File: src/lgtd_defines.svh
// Purpose: constants for the led/gpio transition detect control block
// Assumes: word register indices on a 32-bit AHB-Lite register bus
// Notes:   definitions only
`ifndef LGTD_DEFINES_SVH
`define LGTD_DEFINES_SVH
`define LGTD_GLOBAL_CUR_IDX   8'h02
`define LGTD_CONFIG_IDX       8'h04
`define LGTD_MASK_IDX         8'h06
`define LGTD_DISP_TEST_IDX    8'h07
`define LGTD_PORT_CFG_IDX     8'h0F
`define LGTD_SEG_CUR_FIRST    8'h12
`define LGTD_SEG_CUR_LAST     8'h1F
`define LGTD_CFG_SHDN_BIT     0
`define LGTD_CFG_INDIV_BIT    6
`define LGTD_CFG_DETEN_BIT    7
`define LGTD_MASK_FLAG_BIT    7
`define LGTD_HALF_CURRENT     4'h7
`define LGTD_PORT_CFG_RESET   8'hAA
`define LGTD_SEG_CUR_COUNT    14
`endif

File: src/lgtd_pkg.sv
// Purpose: types for the led/gpio transition detect control block
// Assumes: constants live in lgtd_defines.svh
// Notes:   one-hot detector states
package lgtd_pkg;
    typedef enum logic [2:0] {
        LGTD_IDLE  = 3'b001,
        LGTD_ARMED = 3'b010,
        LGTD_FIRED = 3'b100
    } lgtd_det_state_t;
endpackage : lgtd_pkg

File: src/lgtd_ctl.sv
// Purpose: current mode, display test and one-shot transition detect control
// Assumes: AHB-Lite slave, word per register, byte address = 4 * index
// Notes:   zero wait states, response always OKAY
`timescale 1ns/1ps
`include "lgtd_defines.svh"
module lgtd_ctl
    import lgtd_pkg::*;
#(
    parameter int NPORT = 7,
    parameter int NSEG  = 28
) (
    input  wire logic              hclk,
    input  wire logic              hresetn,
    input  wire logic              hsel,
    input  wire logic [31:0]       haddr,
    input  wire logic [1:0]        htrans,
    input  wire logic              hwrite,
    input  wire logic [2:0]        hsize,
    input  wire logic [31:0]       hwdata,
    input  wire logic              hready,
    output logic      [31:0]       hrdata,
    output logic                   hreadyout,
    output logic                   hresp,
    input  wire logic [NPORT-1:0]  monitored_ports,
    input  wire logic [NSEG-1:0]   seg_is_led,
    output logic                   alert_pin_o,
    output logic                   alert_pin_oe,
    output logic [NSEG*4-1:0]      seg_current,
    output logic [NSEG-1:0]        seg_force_on,
    output logic                   shutdown_n
);
    // elaboration checks: mask and segment register layout are fixed
    if (NPORT != 7) begin : g_bad_nport
        $error("NPORT must be 7");
    end
    if (NSEG != `LGTD_SEG_CUR_COUNT * 2) begin : g_bad_nseg
        $error("NSEG must be 28");
    end

    ////////////////////////////////////////////////////////////////////////
    // bus address phase capture
    logic        wr_ff, rd_ff, nxt_wr, nxt_rd;
    logic [7:0]  idx_ff, nxt_idx;
    logic [31:0] hrdata_ff, nxt_hrdata;
    logic        acc_valid;

    always_comb begin
        acc_valid = hsel && hready && htrans[1];
        nxt_wr    = acc_valid && hwrite;
        nxt_rd    = acc_valid && !hwrite;
        nxt_idx   = acc_valid ? haddr[9:2] : idx_ff;
    end

    ////////////////////////////////////////////////////////////////////////
    // register file
    logic [7:0]  gcur_ff, nxt_gcur;
    logic [7:0]  cfg_ff, nxt_cfg;
    logic [6:0]  mask_ff, nxt_mask;
    logic        dtest_ff, nxt_dtest;
    logic [7:0]  pcfg_ff, nxt_pcfg;
    logic [7:0]  segreg_ff [`LGTD_SEG_CUR_COUNT];
    logic [7:0]  nxt_segreg [`LGTD_SEG_CUR_COUNT];
    logic        cfg_wr_en, mask_acc;

    always_comb begin
        nxt_gcur  = gcur_ff;
        nxt_cfg   = cfg_ff;
        nxt_mask  = mask_ff;
        nxt_dtest = dtest_ff;
        nxt_pcfg  = pcfg_ff;
        for (int i = 0; i < `LGTD_SEG_CUR_COUNT; i++) begin
            nxt_segreg[i] = segreg_ff[i];
        end
        if (wr_ff) begin
            if (idx_ff == `LGTD_GLOBAL_CUR_IDX) begin
                nxt_gcur = hwdata[7:0];
            end else if (idx_ff == `LGTD_CONFIG_IDX) begin
                nxt_cfg = hwdata[7:0];
            end else if (idx_ff == `LGTD_MASK_IDX) begin
                nxt_mask = hwdata[6:0];
            end else if (idx_ff == `LGTD_DISP_TEST_IDX) begin
                nxt_dtest = hwdata[0];
            end else if (idx_ff == `LGTD_PORT_CFG_IDX) begin
                nxt_pcfg = hwdata[7:0];
            end else if (idx_ff >= `LGTD_SEG_CUR_FIRST && idx_ff <= `LGTD_SEG_CUR_LAST) begin
                nxt_segreg[4'(idx_ff - `LGTD_SEG_CUR_FIRST)] = hwdata[7:0];
            end
        end
        // config write with enable set arms and snapshots
        cfg_wr_en = wr_ff && idx_ff == `LGTD_CONFIG_IDX && hwdata[`LGTD_CFG_DETEN_BIT];
        mask_acc  = (wr_ff || rd_ff) && idx_ff == `LGTD_MASK_IDX;
    end

    ////////////////////////////////////////////////////////////////////////
    // synchronised ports and detector
    logic [NPORT-1:0] port_sync;
    logic [NPORT-1:0] snap_ff, nxt_snap;
    logic             flag_ff, nxt_flag;
    lgtd_det_state_t  st_ff, nxt_st;
    logic             cfg_wr_dis, change;

    lgtd_sync #(.WIDTH(NPORT)) u_sync (
        .hclk    (hclk),
        .hresetn (hresetn),
        .din     (monitored_ports),
        .dout    (port_sync)
    );

    always_comb begin
        cfg_wr_dis = wr_ff && idx_ff == `LGTD_CONFIG_IDX && !hwdata[`LGTD_CFG_DETEN_BIT];
        // level compare regardless of port direction
        change   = |((port_sync ^ snap_ff) & mask_ff);
        nxt_snap = cfg_wr_en ? port_sync : snap_ff;
        nxt_st   = st_ff;
        nxt_flag = flag_ff;
        case (st_ff)
            LGTD_IDLE: begin
                if (cfg_wr_en) begin
                    nxt_st   = LGTD_ARMED;
                    nxt_flag = 1'b0;
                end
            end
            LGTD_ARMED: begin
                if (cfg_wr_dis) begin
                    nxt_st = LGTD_IDLE;
                end else if (cfg_wr_en) begin
                    nxt_st   = LGTD_ARMED;
                    nxt_flag = 1'b0;
                end else if (change) begin
                    nxt_st   = LGTD_FIRED;
                    nxt_flag = 1'b1;
                end
            end
            LGTD_FIRED: begin
                nxt_flag = 1'b1;
                if (cfg_wr_en) begin
                    nxt_st   = LGTD_ARMED;
                    nxt_flag = 1'b0;
                end else if (mask_acc) begin
                    nxt_st   = LGTD_IDLE;
                    nxt_flag = 1'b0;
                end
            end
            default: begin
                nxt_st   = LGTD_IDLE;
                nxt_flag = 1'b0;
            end
        endcase
    end

    ////////////////////////////////////////////////////////////////////////
    // read data taken at the address phase edge so it stands in the data phase;
    // next values forward a write in flight, the clearing read still sees the flag
    always_comb begin
        nxt_hrdata = 32'h0000_0000;
        if (nxt_rd) begin
            if (nxt_idx == `LGTD_GLOBAL_CUR_IDX) begin
                nxt_hrdata = {24'h00_0000, nxt_gcur};
            end else if (nxt_idx == `LGTD_CONFIG_IDX) begin
                nxt_hrdata = {24'h00_0000, nxt_cfg[7:6], 5'h00, nxt_cfg[0]};
            end else if (nxt_idx == `LGTD_MASK_IDX) begin
                nxt_hrdata = {24'h00_0000, nxt_flag, nxt_mask};
            end else if (nxt_idx == `LGTD_DISP_TEST_IDX) begin
                nxt_hrdata = {31'h0000_0000, nxt_dtest};
            end else if (nxt_idx == `LGTD_PORT_CFG_IDX) begin
                nxt_hrdata = {24'h00_0000, nxt_pcfg};
            end else if (nxt_idx >= `LGTD_SEG_CUR_FIRST && nxt_idx <= `LGTD_SEG_CUR_LAST) begin
                nxt_hrdata = {24'h00_0000, nxt_segreg[4'(nxt_idx - `LGTD_SEG_CUR_FIRST)]};
            end
        end
    end

    ////////////////////////////////////////////////////////////////////////
    // led drive outputs
    logic [NSEG*4-1:0] nxt_cur;
    logic [NSEG*4-1:0] cur_ff;
    logic [NSEG-1:0]   nxt_force, force_ff;
    logic              nxt_alert, alert_ff, nxt_alert_oe, alert_oe_ff;

    genvar g;
    generate
        for (g = 0; g < NSEG; g++) begin : g_seg
            always_comb begin
                if (dtest_ff) begin
                    nxt_cur[g*4 +: 4] = `LGTD_HALF_CURRENT;
                end else if (cfg_ff[`LGTD_CFG_INDIV_BIT]) begin
                    nxt_cur[g*4 +: 4] = segreg_ff[g/2][(g%2)*4 +: 4];
                end else begin
                    nxt_cur[g*4 +: 4] = gcur_ff[3:0];
                end
                nxt_force[g] = dtest_ff && seg_is_led[g];
            end
        end
    endgenerate

    always_comb begin
        nxt_alert_oe = !pcfg_ff[7] && pcfg_ff[6];
        nxt_alert    = nxt_alert_oe && nxt_flag;
    end

    ////////////////////////////////////////////////////////////////////////
    // all registers
    always_ff @(posedge hclk or negedge hresetn) begin
        if (!hresetn) begin
            wr_ff       <= 1'b0;
            rd_ff       <= 1'b0;
            idx_ff      <= 8'h00;
            hrdata_ff   <= 32'h0000_0000;
            gcur_ff     <= 8'h00;
            cfg_ff      <= 8'h00;
            mask_ff     <= 7'h00;
            dtest_ff    <= 1'b0;
            pcfg_ff     <= `LGTD_PORT_CFG_RESET;
            for (int i = 0; i < `LGTD_SEG_CUR_COUNT; i++) begin
                segreg_ff[i] <= 8'h00;
            end
            snap_ff     <= '0;
            flag_ff     <= 1'b0;
            st_ff       <= LGTD_IDLE;
            cur_ff      <= '0;
            force_ff    <= '0;
            alert_ff    <= 1'b0;
            alert_oe_ff <= 1'b0;
        end else begin
            wr_ff       <= nxt_wr;
            rd_ff       <= nxt_rd;
            idx_ff      <= nxt_idx;
            hrdata_ff   <= nxt_hrdata;
            gcur_ff     <= nxt_gcur;
            cfg_ff      <= nxt_cfg;
            mask_ff     <= nxt_mask;
            dtest_ff    <= nxt_dtest;
            pcfg_ff     <= nxt_pcfg;
            for (int i = 0; i < `LGTD_SEG_CUR_COUNT; i++) begin
                segreg_ff[i] <= nxt_segreg[i];
            end
            snap_ff     <= nxt_snap;
            flag_ff     <= nxt_flag;
            st_ff       <= nxt_st;
            cur_ff      <= nxt_cur;
            force_ff    <= nxt_force;
            alert_ff    <= nxt_alert;
            alert_oe_ff <= nxt_alert_oe;
        end
    end

    // outputs straight from flops, hreadyout and hresp tied off; hrdata valid in the data phase
    assign hrdata       = hrdata_ff;
    assign hreadyout    = 1'b1;
    assign hresp        = 1'b0;
    assign alert_pin_o  = alert_ff;
    assign alert_pin_oe = alert_oe_ff;
    assign seg_current  = cur_ff;
    assign seg_force_on = force_ff;
    assign shutdown_n   = cfg_ff[`LGTD_CFG_SHDN_BIT];

    ////////////////////////////////////////////////////////////////////////
    // checks
    property p_snap;
        @(posedge hclk) disable iff (!hresetn) cfg_wr_en |=> snap_ff == $past(port_sync);
    endproperty
    a_snap: assert property (p_snap) else $error("snapshot not taken");

    property p_arm;
        @(posedge hclk) disable iff (!hresetn) cfg_wr_en |=> !flag_ff && st_ff == LGTD_ARMED;
    endproperty
    a_arm: assert property (p_arm) else $error("enable did not arm");

    property p_set;
        @(posedge hclk) disable iff (!hresetn)
            st_ff == LGTD_ARMED && change && !wr_ff |=> flag_ff;
    endproperty
    a_set: assert property (p_set) else $error("change not flagged");

    property p_hold;
        @(posedge hclk) disable iff (!hresetn)
            flag_ff && !mask_acc && !cfg_wr_en |=> flag_ff;
    endproperty
    a_hold: assert property (p_hold) else $error("flag dropped");

    // the clearing read returns the flag set in its data phase, then it drops
    property p_clr;
        @(posedge hclk) disable iff (!hresetn)
            flag_ff && rd_ff && mask_acc |-> hrdata_ff[7] ##1 !flag_ff;
    endproperty
    a_clr: assert property (p_clr) else $error("clear read wrong");

    property p_oneshot;
        @(posedge hclk) disable iff (!hresetn)
            st_ff == LGTD_FIRED && mask_acc |=> st_ff == LGTD_IDLE ##1 !flag_ff;
    endproperty
    a_oneshot: assert property (p_oneshot) else $error("detector not one-shot");

    // a disabling config write idles the detector unless it has fired; a fired one ignores it and keeps its flag until a mask access or enabling write
    property p_dis;
        @(posedge hclk) disable iff (!hresetn)
            cfg_wr_dis && st_ff != LGTD_FIRED |=> st_ff == LGTD_IDLE;
    endproperty
    a_dis: assert property (p_dis) else $error("disable ignored");

    property p_half;
        @(posedge hclk) disable iff (!hresetn) dtest_ff |=> cur_ff[3:0] == `LGTD_HALF_CURRENT;
    endproperty
    a_half: assert property (p_half) else $error("test current wrong");

    property p_alert;
        @(posedge hclk) disable iff (!hresetn) alert_oe_ff |-> alert_ff == flag_ff;
    endproperty
    a_alert: assert property (p_alert) else $error("alert not following flag");
endmodule : lgtd_ctl

File: src/lgtd_sync.sv
// Purpose: two-flop synchroniser for the monitored port levels
// Assumes: single clock hclk, async active-low reset
// Notes:   first stage feeds only the second
`timescale 1ns/1ps
module lgtd_sync #(
    parameter int WIDTH = 7
) (
    input  wire logic             hclk,
    input  wire logic             hresetn,
    input  wire logic [WIDTH-1:0] din,
    output logic      [WIDTH-1:0] dout
);
    logic [WIDTH-1:0] stage1_ff;
    logic [WIDTH-1:0] stage2_ff;
    logic [WIDTH-1:0] nxt_stage1;
    logic [WIDTH-1:0] nxt_stage2;

    // next values
    always_comb begin
        nxt_stage1 = din;
        nxt_stage2 = stage1_ff;
    end

    // registers
    always_ff @(posedge hclk or negedge hresetn) begin
        if (!hresetn) begin
            stage1_ff <= '0;
            stage2_ff <= '0;
        end else begin
            stage1_ff <= nxt_stage1;
            stage2_ff <= nxt_stage2;
        end
    end

    assign dout = stage2_ff;
endmodule : lgtd_sync

File: config.mk
export PLATFORM = sky130hd
export DESIGN_NAME = lgtd_ctl
export DESIGN_NICKNAME = d
export VERILOG_FILES = /design/src/lgtd_pkg.sv /design/src/lgtd_ctl.sv /design/src/lgtd_sync.sv
export VERILOG_INCLUDE_DIRS = /design/src
export SDC_FILE = /design/constraint.sdc
export NUM_CORES = 1
export LEC_CHECK = 0
export BUFFER_PORTS_ARGS = -buffer_cell sky130_fd_sc_hd__buf_2
export CELL_PAD_IN_SITES_DETAIL_PLACEMENT = 1
export CELL_PAD_IN_SITES_GLOBAL_PLACEMENT = 2
export CORE_MARGIN = 3
export CORE_UTILIZATION = 40
export CTS_BUF_LIST = sky130_fd_sc_hd__clkbuf_8
export CTS_CLUSTER_SIZE = 14
export DETAILED_ROUTE_END_ITERATION = 16
export GPL_ROUTABILITY_DRIVEN = 0
export GPL_TIMING_DRIVEN = 0
export PLACE_DENSITY_LB_ADDON = 0.08
export REMOVE_ABC_BUFFERS = 1
export SLEW_MARGIN = 5
export SYNTH_ARGS = -nofsm -noshare
export SYNTH_HDL_FRONTEND = slang
export SYNTH_SLANG_ARGS = --single-unit
File: constraint.sdc
create_clock -name hclk -period 9.95 [get_ports hclk]
set_clock_uncertainty 0.1 [all_clocks]
set_input_delay 1.4925 -clock hclk [delete_from_list [all_inputs] [get_ports hclk]]
set_output_delay 1.4925 -clock hclk [all_outputs]
set_load 0.02 [all_outputs]
==> results.sh <==
export IMPL_num_vias=9303
export IMPL_cts_resized_gates=0
export IMPL_critPathLaunchType="input pin"
export IMPL_core_area_um2=32700
export IMPL_status="completed"
export IMPL_initial_core_util=0.407
export IMPL_ir_worst_vdd_mv=0.105
export IMPL_layout_common_cells="317 x dfrtp_1, 226 x nand2_1, 206 x buf_2"
export IMPL_grt_max_degree=100
export IMPL_dp_hpwl_um=25900
export IMPL_cpPeakStageDelay_ns=0.84
export IMPL_cts_tree="done"
export IMPL_path_delay_family="compound AO/OA/AOI/OAI gates"
export IMPL_worstPathArrival_ns=5.07
export IMPL_cts_buffers=55
export IMPL_power_density_nw_per_um2=200
export IMPL_syn_area_um2=13300
export IMPL_viasPerCell=5.11
export IMPL_grt_pass1_vias=9980
export IMPL_cts_hold_buf=0
export IMPL_instances_no_fill=1821
export IMPL_post_cts_setup_buffer_count=0
export IMPL_synth_edf_count=0
export IMPL_grt_overflow=0
export IMPL_drv_cap=0
export IMPL_cts_buffer_depth=3
export IMPL_maxSlewHeadroom=0.126
export IMPL_cp_slowest_cell="ha_1"
export IMPL_ys_types=71
export IMPL_p_leak_nw=7.82
export IMPL_die_h_um=188
export IMPL_cts_htree_levels=2
export IMPL_mostFrequentLayoutCell="dfrtp_1"
export IMPL_clock_fmax_mhz=211
export IMPL_placed_cell_area_um2=14800
export IMPL_yosysWarnings=0
export IMPL_cp_buffers_inverters=3
export IMPL_ys_flop_type="dfrtp_1"
export IMPL_drtAntennaViolNets=0
export IMPL_tightest_slew_ns=1.31
export IMPL_antenna_found_initial=1
export IMPL_io_pins=286
export IMPL_clkSinkCount=324
export IMPL_worstPathRequired_ns=10.28
export IMPL_diodes=0
export IMPL_groute_usage_overall=0.218
export IMPL_die_area_um2=35500
export IMPL_path_cells="buf_2, and3_1, nand2_1, o21ai_0, inv_1, ha_1, inv_1, o221ai_1, nor3_1, o32ai_1, o211ai_1"
export IMPL_grt_pass1_wl_um=59600
export IMPL_io_buffer_count=207
export IMPL_wl_per_cell_um=21.2
export IMPL_syn_area_per_cell_um2=11.8
export IMPL_clkTransAtPathRegs_ns=0.06
export IMPL_clk_insertion_delay_late_ns=0.59
export IMPL_postLayoutCellArea_um2=16000
export IMPL_drc=0
export IMPL_wl_um=38600
export IMPL_placed_cells=1720
export IMPL_syn_instance_count=1127
export IMPL_fin_setup_tns_ns=0
export IMPL_drt_iter0_markers=585
export IMPL_drive_gt1_frac=0.339
export IMPL_crit_top_cell="inv_1"
export IMPL_period_share=0.477
export IMPL_fin_crit_ns=4.75
export IMPL_cts_root_buf="clkbuf_8"
export IMPL_end_kind="flip-flop"
export IMPL_hold_path_class="reg2reg"
export IMPL_synth_seq_cells=324
export IMPL_crit_fanout=19
export IMPL_rsz0062_at_grt="no"
export IMPL_hold_viol_final=0
export IMPL_final_max_slew_violation_count=0
export IMPL_area_growth_pct=19.8
export IMPL_fin_nets=1446
export IMPL_crit_type="in2reg"
export IMPL_synthArstFlopShare=1.00
export IMPL_ys_seq_area_frac=0.609
export IMPL_utilization=0.488
export IMPL_finalSetupViolCount=0
export IMPL_die_x_um=188
export IMPL_firstDrtPassIters=5
export IMPL_rows=66
-- sequential cells by signal, indices dropped and copies added, names as in the netlist --
| register | flops |
|---|---|
| gcur_ff | 8 |
| flag_ff | 1 |
| rd_ff | 1 |
| u_sync.dout | 7 |
| cfg_ff | 3 |
| pcfg_ff | 8 |
| idx_ff | 8 |
| snap_ff | 7 |
| segreg_ff | 112 |
| st_ff | 3 |
| alert_pin_o | 1 |
| u_sync.nxt_stage2 | 7 |
| hrdata | 8 |
| wr_ff | 1 |
| alert_pin_oe | 1 |
| seg_force_on | 28 |
| mask_ff | 7 |
| seg_current | 112 |
| dtest_ff | 1 |
-- Yosys cell counts, types with 3 or more instances --
cell type	number	area, µm²
o32ai_1	3	26.3
mux2i_1	8	80.1
o21ai_1	4	20.0
nor2_1	23	86.3
nor3_1	16	80.1
nor2b_1	3	18.8
o211ai_1	8	60.1
or3_1	4	25.0
nand2b_1	8	50.1
a21o_1	5	37.5
o221ai_1	7	61.3
and3_1	5	31.3
nand2_1	226	848
a21oi_1	42	210
o22ai_1	27	169
inv_1	19	71.3
buf_4	27	203
a221o_1	4	40.0
nor4_1	3	18.8
nand3_1	15	75.1
o21ai_0	22	110
dfstp_2	5	131
clkbuf_1	58	218
mux2_2	132	1490
nor4_4	10	213
xor2_1	9	78.8
nand4_1	13	81.3
and2_1	32	200
a22oi_1	6	45.0
a32o_1	3	30.0
dfrtp_1	319	7980
a31oi_1	3	18.8
-- path summary, 6_finish.rpt --
check / from / slack [ns] / depth (start not counted) / endpoint
max in group asynchronous: hresetn / 7.78 / 3 / seg_current[58]
hold reg to reg: u_sync.nxt_stage2[4] / 0.25 / 0 / u_sync.dout[4]
setup / recovery: htrans[1] / 5.20 / 11 / hrdata[1]
setup reg to reg: idx_ff[1] / 5.42 / 9 / hrdata[1]
hold / removal: u_sync.nxt_stage2[4] / 0.25 / 0 / u_sync.dout[4]
min in group asynchronous: hresetn / 0.79 / 1 / seg_force_on[20]
-- final cells by class --
type                    count  area [µm²]
flip-flops and latches    324        8120
fillers                  3569       16700
clock buffers              74        1020
inverters                  21        78.8
multi-input cells         716        4800
well taps                 442         553
repair buffers            217        1240
clock inverters            27         144
-- metal layers --
metal	vias to the layer above	track usage	part of all wire
met5	-	0	0.00034
met4	2	0.0653	0.023
met3	58	0.0402	0.047
met2	231	0.364	0.49
met1	4731	0.291	0.44
li1	4281	-	-
-- through the flow --
stage	hold slack [ns]	power [mW]	worst slack (ns)
after floorplan	0.231	1.76	5.93
after detailed placement	0.236	2.00	4.59
after global routing	0.257	3.36	5.01
after CTS	0.249	3.25	5.20
after global placement	0.232	1.98	1.08
final	0.247	3.20	5.20
-- report_power, final --
group | internal, mW | switching (mW)
Clock | 0.688 | 0.531
Sequential | 1.40 | 0.0446
Combinational | 0.164 | 0.373
-- kinds of logic (layout without fill, tap and decap cells) --
family	Yosys count	count (layout)	share of synthesized area
simple gates	369	369	0.137
flops	324	324	0.609
compound gates	165	165	0.0834
mux	142	142	0.120
buf+inv	111	339	0.0397
xor+xnor	12	12	0.00846
fa+ha+maj	2	2	0.00188
other cells	2	26	0.000564
Note: power is estimated with default switching activity, not from simulation.
